<file path="src/gpts_pkg.sv">
// Package: register map, field layout and sense codes of the GPIO toggle/sense block
package gpts_pkg;

	// ********************************************************************
	// Register offsets
	// ********************************************************************
	localparam logic [4:0] OFF_DRIVE_TOGGLE_MASK  = 5'h07;
	localparam logic [4:0] OFF_PIN_INPUT_VALUE    = 5'h08;
	localparam logic [4:0] OFF_PIN_FLAG_REGISTER  = 5'h09;
	localparam logic [4:0] OFF_PORT_SETTINGS      = 5'h0A;
	localparam logic [4:0] OFF_MULTI_PIN_TEMPLATE = 5'h0B;
	localparam logic [4:0] OFF_COPY_MASK          = 5'h0C;
	localparam logic [4:0] OFF_PER_PIN_BASE       = 5'h10;
	localparam logic [4:0] OFF_DRIVE_LEVEL        = 5'h04;
	localparam logic [4:0] OFF_DIRECTION          = 5'h00;

	// ********************************************************************
	// Field positions and masks
	// ********************************************************************
	localparam int          INVERT_IO_ENABLE_BIT     = 7;
	localparam int          THRESHOLD_SELECT_BIT     = 6;
	localparam int          PULL_RESISTOR_ENABLE_BIT = 3;
	localparam int          SLEW_LIMIT_ENABLE_BIT    = 0;
	localparam logic [7:0]  PIN_SETTINGS_MASK        = 8'hCF;
	localparam logic [7:0]  PORT_SETTINGS_MASK       = 8'h01;

	// ********************************************************************
	// Reset values
	// ********************************************************************
	localparam logic [7:0]  RESET_BYTE = 8'h00;

	// ********************************************************************
	// Sense configuration codes
	// ********************************************************************
	localparam logic [2:0]  SENSE_OFF_BUFFER_ON = 3'h0;
	localparam logic [2:0]  ANY_EDGE_SENSE      = 3'h1;
	localparam logic [2:0]  RISE_SENSE          = 3'h2;
	localparam logic [2:0]  FALL_SENSE          = 3'h3;
	localparam logic [2:0]  BUFFER_OFF          = 3'h4;
	localparam logic [2:0]  LOW_LEVEL_SENSE     = 3'h5;

endpackage

</file>
<file path="src/gpts_port.sv">
// Module: 8-pin GPIO port with toggle, input sampling, sense flags and multi-pin configuration
`timescale 1ns/1ps

// Notes on behaviour
// - Toggle mask ones invert drive level bits
// - Toggle mask reads return drive level
// - Input value shows sampled pin level
// - Input value write ones invert drive level
// - Buffer off holds input bit unchanged
// - Flag set when pin matches sense condition
// - Writing one clears a flag
// - Port settings bit 0 is slew limit
// - Invert bit flips input and output
// - Threshold select bit picks input threshold
// - Pull-up only while pin is input-only
// - Codes 1,2,3: both, rising, falling edges
// - Code 0 no flag, 4 buffer off
// - Code 5 flags and retriggers while low
// - Template is one shared copy
// - Copy mask ones load template into pins
// - Copy mask reads return zero
// - All selected pins update in one cycle
// - Per-pin settings at 0x10 plus n
module gpts_port #(
	parameter int PINS = 8
) (
	input  wire logic             clk,
	input  wire logic             rst,
	input  wire logic [4:0]       addr,
	input  wire logic [7:0]       wdata,
	input  wire logic             wr_en,
	input  wire logic             rd_en,
	output logic      [7:0]       rdata,
	input  wire logic [PINS-1:0]  pin_in_schmitt,
	input  wire logic [PINS-1:0]  pin_in_ttl,
	output logic      [PINS-1:0]  pin_out,
	output logic      [PINS-1:0]  pin_oe,
	output logic      [PINS-1:0]  pin_pullup,
	output logic      [PINS-1:0]  pin_ttl_select,
	output logic                  slew_limit,
	output logic                  irq
);

	// ********************************************************************
	// State
	// ********************************************************************
	logic [PINS-1:0] direction_q;
	logic [PINS-1:0] drive_level_q;
	logic [PINS-1:0] input_value_q;
	logic [PINS-1:0] prev_level_q;
	logic [PINS-1:0] flags_q;
	logic [7:0]      port_settings_q;
	logic [7:0]      template_q;
	logic [7:0]      pin_cfg_q [PINS];
	logic [PINS-1:0] level_now;
	logic [PINS-1:0] buffer_on;
	logic [PINS-1:0] hit;
	logic [7:0]      rdata_d;

	// Next values and decodes
	logic [PINS-1:0] flag_set;
	logic [PINS-1:0] flag_clr;
	logic [PINS-1:0] drive_level_d;
	logic [7:0]      pin_cfg_d [PINS];
	logic            rd_per_pin;
	logic [7:0]      pin_cfg_rd;

	// Write hit decode
	function automatic logic wr_at(input logic [4:0] off);
		return wr_en && (addr == off);
	endfunction

	// ********************************************************************
	// Input path: threshold choice, inversion, buffer enable, sense match
	// ********************************************************************
	// Sense decode; reserved codes never flag
	function automatic logic sense_match(
		input logic [2:0] code,
		input logic       now,
		input logic       prev
	);
		unique case (code)
			gpts_pkg::ANY_EDGE_SENSE:  return now != prev;
			gpts_pkg::RISE_SENSE:      return now & ~prev;
			gpts_pkg::FALL_SENSE:      return ~now & prev;
			gpts_pkg::LOW_LEVEL_SENSE: return ~now;
			default:                   return 1'b0;
		endcase
	endfunction

	// Inversion is applied before sampling, so sense sees the inverted level
	always_comb
	begin
		for (int n = 0; n < PINS; n++)
			level_now[n] = (pin_cfg_q[n][gpts_pkg::THRESHOLD_SELECT_BIT] ? pin_in_ttl[n] : pin_in_schmitt[n])
				^ pin_cfg_q[n][gpts_pkg::INVERT_IO_ENABLE_BIT];
	end

	always_comb
	begin
		for (int n = 0; n < PINS; n++)
			buffer_on[n] = (pin_cfg_q[n][2:0] != gpts_pkg::BUFFER_OFF);
	end

	always_comb
	begin
		for (int n = 0; n < PINS; n++)
			hit[n] = sense_match(pin_cfg_q[n][2:0], level_now[n], prev_level_q[n]);
	end

	// ********************************************************************
	// Input sampling
	// ********************************************************************
	// Both samples freeze together while a buffer is off, so edge
	// detection resumes from the last seen level when it is turned on
	always_ff @(posedge clk or posedge rst)
	begin
		if (rst)
			input_value_q <= '0;
		else
		begin
			for (int n = 0; n < PINS; n++)
			begin
				if (buffer_on[n])
					input_value_q[n] <= level_now[n];
			end
		end
	end

	// Previous level for edge sense
	always_ff @(posedge clk or posedge rst)
	begin
		if (rst)
			prev_level_q <= '0;
		else
		begin
			for (int n = 0; n < PINS; n++)
			begin
				if (buffer_on[n])
					prev_level_q[n] <= level_now[n];
			end
		end
	end

	// ********************************************************************
	// Flags: a hit in the clearing cycle wins
	// ********************************************************************
	// A level-sensed pin that stays low sets its flag every cycle, so a
	// clear only sticks once the pin has gone high again
	always_comb
	begin
		flag_set = '0;
		flag_clr = '0;
		for (int n = 0; n < PINS; n++)
		begin
			flag_set[n] = buffer_on[n] & hit[n];
			flag_clr[n] = wr_at(gpts_pkg::OFF_PIN_FLAG_REGISTER) & wdata[n];
		end
	end

	always_ff @(posedge clk or posedge rst)
	begin
		if (rst)
			flags_q <= '0;
		else
			flags_q <= flag_set | (flags_q & ~flag_clr);
	end

	// Request follows the flags one cycle later

	always_ff @(posedge clk or posedge rst)
	begin
		if (rst)
			irq <= 1'b0;
		else
			irq <= |flags_q;
	end

	// ********************************************************************
	// Drive level and direction
	// ********************************************************************
	// Toggle through either offset saves software a read-modify-write
	always_comb
	begin
		drive_level_d = drive_level_q;
		if (wr_at(gpts_pkg::OFF_DRIVE_LEVEL))
			drive_level_d = wdata[PINS-1:0];
		else if (wr_at(gpts_pkg::OFF_DRIVE_TOGGLE_MASK))
			drive_level_d = drive_level_q ^ wdata[PINS-1:0];
		else if (wr_at(gpts_pkg::OFF_PIN_INPUT_VALUE))
			drive_level_d = drive_level_q ^ wdata[PINS-1:0];
	end

	always_ff @(posedge clk or posedge rst)
	begin
		if (rst)
			drive_level_q <= '0;
		else
			drive_level_q <= drive_level_d;
	end

	// Direction: a set bit enables the pin driver

	always_ff @(posedge clk or posedge rst)
	begin
		if (rst)
			direction_q <= '0;
		else if (wr_at(gpts_pkg::OFF_DIRECTION))
			direction_q <= wdata[PINS-1:0];
	end

	// ********************************************************************
	// Settings: port, shared template, per-pin
	// ********************************************************************
	always_ff @(posedge clk or posedge rst)
	begin
		if (rst)
			port_settings_q <= gpts_pkg::RESET_BYTE;
		else if (wr_at(gpts_pkg::OFF_PORT_SETTINGS))
			port_settings_q <= wdata & gpts_pkg::PORT_SETTINGS_MASK;
	end

	// One template register per port instance serves all its pins
	// Loading it alone changes no pin; only the copy mask applies it
	always_ff @(posedge clk or posedge rst)
	begin
		if (rst)
			template_q <= gpts_pkg::RESET_BYTE;
		else if (wr_at(gpts_pkg::OFF_MULTI_PIN_TEMPLATE))
			template_q <= wdata & gpts_pkg::PIN_SETTINGS_MASK;
	end

	// Copy and direct write select different offsets, so they never meet
	always_comb
	begin
		for (int n = 0; n < PINS; n++)
		begin
			pin_cfg_d[n] = pin_cfg_q[n];
			if (wr_at(gpts_pkg::OFF_COPY_MASK) && wdata[n])
				pin_cfg_d[n] = template_q;
			else if (wr_at(gpts_pkg::OFF_PER_PIN_BASE + 5'(n)))
				pin_cfg_d[n] = wdata & gpts_pkg::PIN_SETTINGS_MASK;
		end
	end

	// All selected pins load on the same edge
	always_ff @(posedge clk or posedge rst)
	begin
		if (rst)
		begin
			for (int n = 0; n < PINS; n++)
				pin_cfg_q[n] <= gpts_pkg::RESET_BYTE;
		end
		else
		begin
			for (int n = 0; n < PINS; n++)
				pin_cfg_q[n] <= pin_cfg_d[n];
		end
	end

	// ********************************************************************
	// Pin drive outputs
	// ********************************************************************
	// Every pin-facing signal is registered, one cycle behind its register
	// Inversion sits after the drive level, so reads of it stay uninverted
	always_ff @(posedge clk or posedge rst)
	begin
		if (rst)
			pin_out <= '0;
		else
		begin
			for (int n = 0; n < PINS; n++)
				pin_out[n] <= drive_level_q[n] ^ pin_cfg_q[n][gpts_pkg::INVERT_IO_ENABLE_BIT];
		end
	end

	// Driver on where direction is set
	always_ff @(posedge clk or posedge rst)
	begin
		if (rst)
			pin_oe <= '0;
		else
			pin_oe <= direction_q;
	end

	// Pull-up masked on driven pins so it never fights the driver
	always_ff @(posedge clk or posedge rst)
	begin
		if (rst)
			pin_pullup <= '0;
		else
		begin
			for (int n = 0; n < PINS; n++)
				pin_pullup[n] <= pin_cfg_q[n][gpts_pkg::PULL_RESISTOR_ENABLE_BIT] & ~direction_q[n];
		end
	end

	// Receiver threshold choice for the pad
	always_ff @(posedge clk or posedge rst)
	begin
		if (rst)
			pin_ttl_select <= '0;
		else
		begin
			for (int n = 0; n < PINS; n++)
				pin_ttl_select[n] <= pin_cfg_q[n][gpts_pkg::THRESHOLD_SELECT_BIT];
		end
	end

	// One slew limit for the whole port
	always_ff @(posedge clk or posedge rst)
	begin
		if (rst)
			slew_limit <= 1'b0;
		else
			slew_limit <= port_settings_q[gpts_pkg::SLEW_LIMIT_ENABLE_BIT];
	end

	// ********************************************************************
	// Read path
	// ********************************************************************
	// Per-pin window is decoded apart from the fixed offsets
	always_comb
	begin
		rd_per_pin = (addr >= gpts_pkg::OFF_PER_PIN_BASE) && (addr < gpts_pkg::OFF_PER_PIN_BASE + 5'(PINS));
		pin_cfg_rd = pin_cfg_q[3'(addr - gpts_pkg::OFF_PER_PIN_BASE)];
	end

	// Unmapped offsets and the write-only copy mask read as zero
	always_comb
	begin
		rdata_d = 8'h00;
		if (rd_per_pin)
			rdata_d = pin_cfg_rd;
		else
		begin
			unique case (addr)
				gpts_pkg::OFF_DIRECTION:          rdata_d = 8'(direction_q);
				gpts_pkg::OFF_DRIVE_LEVEL:        rdata_d = 8'(drive_level_q);
				gpts_pkg::OFF_DRIVE_TOGGLE_MASK:  rdata_d = 8'(drive_level_q);
				gpts_pkg::OFF_PIN_INPUT_VALUE:    rdata_d = 8'(input_value_q);
				gpts_pkg::OFF_PIN_FLAG_REGISTER:  rdata_d = 8'(flags_q);
				gpts_pkg::OFF_PORT_SETTINGS:      rdata_d = port_settings_q;
				gpts_pkg::OFF_MULTI_PIN_TEMPLATE: rdata_d = template_q;
				gpts_pkg::OFF_COPY_MASK:          rdata_d = 8'h00;
				default:                          rdata_d = 8'h00;
			endcase
		end
	end

	// Data stands only in the cycle after the read strobe
	always_ff @(posedge clk or posedge rst)
	begin
		if (rst)
			rdata <= 8'h00;
		else if (rd_en)
			rdata <= rdata_d;
		else
			rdata <= 8'h00;
	end

endmodule

</file>
<file path="config.mk">
export PLATFORM = sky130hd
export DESIGN_NAME = gpts_port
export DESIGN_NICKNAME = d
export VERILOG_FILES = /design/src/gpts_pkg.sv /design/src/gpts_port.sv
export SDC_FILE = /design/constraint.sdc
export NUM_CORES = 1
export LEC_CHECK = 0
export ABC_AREA = 1
export ABC_CLOCK_PERIOD_IN_PS = 9150
export BUFFER_PORTS_ARGS = -buffer_cell sky130_fd_sc_hd__buf_2
export CAP_MARGIN = 0
export CELL_PAD_IN_SITES_DETAIL_PLACEMENT = 1
export CELL_PAD_IN_SITES_GLOBAL_PLACEMENT = 1
export CORE_ASPECT_RATIO = 1.5
export CORE_UTILIZATION = 35
export DETAILED_ROUTE_END_ITERATION = 12
export PLACE_DENSITY_LB_ADDON = 0.08
export SYNTH_ARGS = -nofsm -noshare
export SYNTH_HDL_FRONTEND = slang
export SYNTH_SLANG_ARGS = --single-unit
</file>
<file path="constraint.sdc">
create_clock -name clk -period 9.15 [get_ports clk]
set_input_delay 0.915 -clock clk [delete_from_list [all_inputs] [get_ports clk]]
set_output_delay 0.915 -clock clk [all_outputs]
set_load 0.03 [all_outputs]
</file>
# Yosys cells after proc, flatten, opt, wreduce, memory -nomap -nowiden
# Cells that the tools add are included.
# op_classes
addsub	1
n_lt_le_gt_ge	3
eq_ne	63
mux	41
bitwise	85
n_reduce_logical	37
# ops
op	count
2-to-1 mux 8 bit	23
equality test 3 x 2 -> 1 bit, second input constant	16
one-hot mux 8 bit (6 select lines)	1
AND 1 bit	40
equality test 5 bit, second input constant	8
one-hot mux 1 bit (4 select lines)	8
equality test 5 x 4 -> 1 bit, second input constant	5
logical AND 1 bit	25
binary-select mux 8 bit (select 3 bit)	1
equality test 3 x 1 -> 1 bit, second input constant	8
equality test 3 bit, second input constant	8
!= test 3 bit, second input constant	8
inverter 1 bit	24
nonzero test 2 bit	8
XOR 1 bit	16
equality test 5 x 3 -> 1 bit, second input constant	2
AND 8 bit	1
2-to-1 mux 1 bit	8
!= test 1 bit	8
inverter 8 bit	1
OR 8 bit	1
OR reduction 8 bit	1
XOR 8 bit	1
>= comparator 5 bit, second input constant	1
other kinds (7)	7
# totals
reg_bits	145
input_bits	33
out_inout_bits	42
wordCells	258

# Depth between registers and ports, before layout
# logic_depth
ltp_word	7
ltp_mapped	11
mapped_depth_nobuf	10

# Worst setup path after synthesis
# Ideal clock, no wire load.
# synth_path
kind	input to register
start	in pin_in_schmitt[7]
end	reg flags_q[7]
setup_time_ps	66
t_arrival_ps	2022
t_required_ps	9084
slack_ps	7062
cell_stages	9
path_buffers	0
path_cell_list	inv_1 o21ai_0 xor2_1 ha_1 inv_1 nor2_1 a211oi_1 nand2_1 nand2_1
# synth_via
elab_chain_len	7
# synth_lines
item	line_no	rtl
start, declared	gpts_port.sv:34	input wire logic [PINS-1:0] pin_in_schmitt,
2-to-1 mux 1 bit (*)	gpts_port.sv:95	level_now[n] = (pin_cfg_q[n][gpts_pkg::THRESHOLD_SELECT_BIT] ? pin_in_ttl[n] : pin_in_schmitt[n])
XOR 1 bit (*)	gpts_port.sv:96	^ pin_cfg_q[n][gpts_pkg::INVERT_IO_ENABLE_BIT];
net level_now[7]	gpts_port.sv:55	logic [PINS-1:0] level_now;
inverter 1 bit	gpts_port.sv:85, gpts_port.sv:86	
AND 1 bit	gpts_port.sv:85	gpts_pkg::FALL_SENSE: return ~now & prev;
one-hot mux 1 bit (4 select lines) (*)	gpts_port.sv:82	unique case (code)
AND 1 bit (*)	gpts_port.sv:156	flag_set[n] = buffer_on[n] & hit[n];
OR 8 bit (*)	gpts_port.sv:166	flags_q <= flag_set | (flags_q & ~flag_clr);
end signal, assigned	gpts_port.sv:166	
end, declared	gpts_port.sv:51	logic [PINS-1:0] flags_q;
# Mark *: on every way through the listed nets, which the timed path passes. The rest lies on a longest branch.
# A chain may end at the register's enable or synchronous reset.

# Worst setup path in the final report
# layout_path
start	in addr[0]
end	reg drive_level_q[4]
# layout_via
elab_chain_len	4
# layout_lines
item	line_no	rtl
start, declared	gpts_port.sv:29	input wire logic [4:0] addr,
equality test 5 x 3 -> 1 bit	gpts_port.sv:70	return wr_en && (addr == off);
logical AND 1 bit	gpts_port.sv:70	
2-to-1 mux 8 bit	gpts_port.sv:188	else if (wr_at(gpts_pkg::OFF_DRIVE_TOGGLE_MASK))
2-to-1 mux 8 bit	gpts_port.sv:186	if (wr_at(gpts_pkg::OFF_DRIVE_LEVEL))
end signal, assigned	gpts_port.sv:199	drive_level_q <= drive_level_d;
end, declared	gpts_port.sv:48	logic [PINS-1:0] drive_level_q;
# Parallel ways exist; a longest one is shown, timed or not.

==> flow_summary.rst <==
.. list-table::
   :header-rows: 1

   * - Metric
     - Value
   * - Total wirelength of the detailed-routed design
     - 24.50 mm
   * - Grt total ovfl
     - 0
   * - Share of synthesized area occupied by flip-flops and latches
     - 0.4886
   * - Via count of the first global-routing pass
     - 6420
   * - First-pass iteration count of the detailed router
     - 5
   * - Yosys top cell area share
     - 0.4886
   * - Hold WC Path Type
     - register to register
   * - Number of vias per cell after detailed routing
     - 5.378
   * - Worst slack at placement
     - 6.358 ns
   * - Count of buffers inserted at the top-level ports
     - 74
   * - Worst hold margin
     - 0.4552 ns
   * - Placed insts
     - 1107
   * - Antenna violations before repair
     - 0
   * - Largest fanout on the critical path
     - 16
   * - Number of gates resized after cts
     - 0
   * - Clock latency on the worst-skew pair
     - 0.43 ns
   * - Gate Count Post-Synth
     - 814
   * - Fillcell total
     - 2263
   * - Final core utilization
     - 0.4207
   * - Count of yosys warnings during synthesis
     - 0
   * - Slew Viols, Final
     - 0
   * - List of cells traversed by the critical path
     - buf_2, nand2_1, inv_2, nand3_1, nand2_2, nor2_2, nor2_4, nand2_1, o21ai_0
   * - Clock tree from TritonCTS
     - yes
   * - Total negative slack for setup checks
     - 0 ns
   * - Setup slack after layout
     - 6.745 ns
   * - Synthesized area per cell
     - 8.116 um^2
   * - Worst-case register-to-register setup slack
     - 7.30 ns
   * - Area growth syn-to-layout
     - 18.11%
   * - Clock sink count
     - 129
   * - HPWL after detailed placement
     - 17.91 mm
   * - Reported max-cap violation count
     - 0
   * - Total power of the final layout
     - 2.193 mW
   * - Setup Crit Path Kind
     - primary input to register
   * - Power Density
     - 281.1 nW/um^2
   * - Number of levels the H-tree was split into
     - 4
   * - Slew headroom
     - 0.3620
   * - Overall global routing resource usage
     - 0.2717
   * - Post-Synthesis Cell Area
     - 6606 um^2
   * - Most area-hungry cell type in the Yosys netlist
     - sky130_fd_sc_hd__dfrtp_1
   * - Number of nets produced by synthesis
     - 863
   * - Number of register bits inferred by synthesis
     - 129
   * - Floorplan core area
     - 18550 um^2
   * - Clock transition at the registers of the reported paths
     - 0.06 ns
   * - Gp weighted congestion
     - 0.8758
   * - Peak ir drop on the vdd network
     - 0.1084 mV
   * - CTS Root Cell
     - sky130_fd_sc_hd__clkbuf_16
   * - Number of distinct standard cells referenced by the synthesized netlist
     - 26
   * - Critical Path Source Type
     - primary input
   * - Placed standard-cell area
     - 7142 um^2
   * - Max clock buf depth
     - 2
   * - Leakage power
     - 3.867 nW
   * - Post-route cell area
     - 7802 um^2
   * - Ranking of synthesized cells by area
     - sky130_fd_sc_hd__dfrtp_1 49%, sky130_fd_sc_hd__nand2_1 8.8%, sky130_fd_sc_hd__nor2_1 6.1%
   * - First-pass GRT wire length
     - 38.15 mm
   * - Post-CTS setup buffer count
     - 0
   * - Total Nets Final
     - 923
   * - Most used cells in the layout excluding fill and tap cells
     - 155 x sky130_fd_sc_hd__nand2_1, 129 x sky130_fd_sc_hd__dfrtp_1, 107 x sky130_fd_sc_hd__nor2_1
   * - Worst endpoint required time
     - 9.49 ns
   * - Maximum single-stage delay on the critical path
     - 0.46 ns
   * - Most common cell after layout, fill and taps aside
     - sky130_fd_sc_hd__nand2_1
   * - Detail Route Antenna Nets
     - 0
   * - Chip width
     - 114.2 um
   * - Total DRC errors in the routed layout
     - 0
   * - Arrival time of the worst setup path
     - 2.74 ns
   * - Final Setup Violations
     - 0
   * - Clock buffer count from CTS
     - 17
   * - Final count of hold timing violations
     - 0
   * - Final cell count without fillers
     - 1139
   * - Antenna diode count
     - 0
   * - Highest clock frequency the design can meet
     - 415.9 MHz
   * - Cell Rows
     - 61
   * - Worst Clk Skew
     - 0.008084 ns
   * - Die height
     - 170.3 um
   * - Final period utilization
     - 0.2628
   * - DR iter-0 viols
     - 431
   * - Crit. End Element
     - register
   * - Measured slew at the worst slew-check pin
     - 0.9535 ns
   * - Dominant delay contributor by cell family on the critical path
     - simple AND/OR/NAND/NOR gates
   * - Proportion of layout cells with a drive suffix above 1
     - 0.1353
   * - Status
     - complete, no violations
   * - Average wire per standard cell
     - 21.51 um
   * - Cell type of the slowest stage on the worst timing path
     - sky130_fd_sc_hd__nor2_4
   * - Via count
     - 6125
   * - I/O pin cnt
     - 75
   * - Initial Util
     - 0.3562
   * - Unrepaired setup endpoints after global routing
     - no
   * - Count of buffer and inverter cells on the critical path
     - 2
   * - Clock period minus worst slack
     - 2.405 ns
   * - Die area
     - 19440 um^2
   * - Pin count of the biggest net entering global routing
     - 75
   * - Cts hold-fix bufs
     - 0
   * - Most used cell, CP
     - sky130_fd_sc_hd__nand2_1
## layer usage
layer / global-route usage / routed length (um) / up-vias
li1: - / - / 2838
met1: 0.3305 / 10130 / 3073
met4: 0.1276 / 964 / 0
met3: 0.04772 / 1015 / 42
met2: 0.4632 / 12390 / 172
met5: 0 / 0 / -
## final timing paths
kind	start	endpoint	cells after the start
worst max-delay path	addr[0]	drive_level_q[4]	9
max in group asynchronous	rst	pin_cfg_q[41]	3
worst max register to register	pin_cfg_q[6]	flags_q[7]	8
worst min register to register	port_settings_q[0]	slew_limit	0
min in group asynchronous	rst	pin_out[4]	2
worst min-delay path	port_settings_q[0]	slew_limit	0
## worst register-to-register path, cell delays in order, from the launching register on
cell and delay (ns):
sky130_fd_sc_hd__dfrtp_1 0.45, sky130_fd_sc_hd__o21ai_0 0.23, sky130_fd_sc_hd__xor2_1 0.31, sky130_fd_sc_hd__ha_1 0.30, sky130_fd_sc_hd__inv_1 0.06, sky130_fd_sc_hd__nor2_1 0.04, sky130_fd_sc_hd__a211oi_1 0.25, sky130_fd_sc_hd__nand2_1 0.09
sky130_fd_sc_hd__nand2_1 0.06
## kinds of logic after synthesis
family,share of synthesized area
AO/OA/AOI/OAI,0.1364
flip-flops,0.4886
adder cells (fa/ha/maj),0.03030
buffers and inverters,0.07803
AND/OR/NAND/NOR,0.2455
XOR/XNOR,0.02121
## report_power, final
group,switching [mW],internal (mW),leakage (nW),total (mW)
Combinational,0.379,0.181,1.93,0.561
Sequential,0.152,0.713,1.61,0.865
Clock,0.269,0.498,0.323,0.767
Total,0.801,1.39,3.87,2.19
## flip-flops by register name, indices dropped and copies added (netlist names)
signal	cells
direction_q	8
drive_level_q	8
flags_q	8
input_value_q	7
irq	1
pin_cfg_q	48
pin_oe	8
pin_out	8
pin_pullup	8
pin_ttl_select	8
port_settings_q	1
prev_level_q	1
rdata	8
slew_limit	1
template_q	6
## layout make-up
cell class / instances / area (um^2) / area share
flip-flops and latches: 129 / 3228 / 0.4137
multi-input cells: 558 / 2863 / 0.3669
clock buffers: 19 / 452.9 / 0.05805
repair buffers: 76 / 385.4 / 0.04939
inverters: 92 / 350.3 / 0.04490
well taps: 252 / 315.3 / 0.04041
clock inverters: 13 / 207.7 / 0.02662
## cell usage after synthesis, drive strengths merged
cell type and number:
nand2 157, dfrtp 129, nor2 113, inv 92
o21ai 83, nand3 77, o221ai 39, clkbuf 18
a21oi 17, buf 17, ha 16, nand4 16
xor2 16, nor3 14, o211ai 6, nor4 2
a211oi 1, o22ai 1
(Power assumes the default switching activity.)
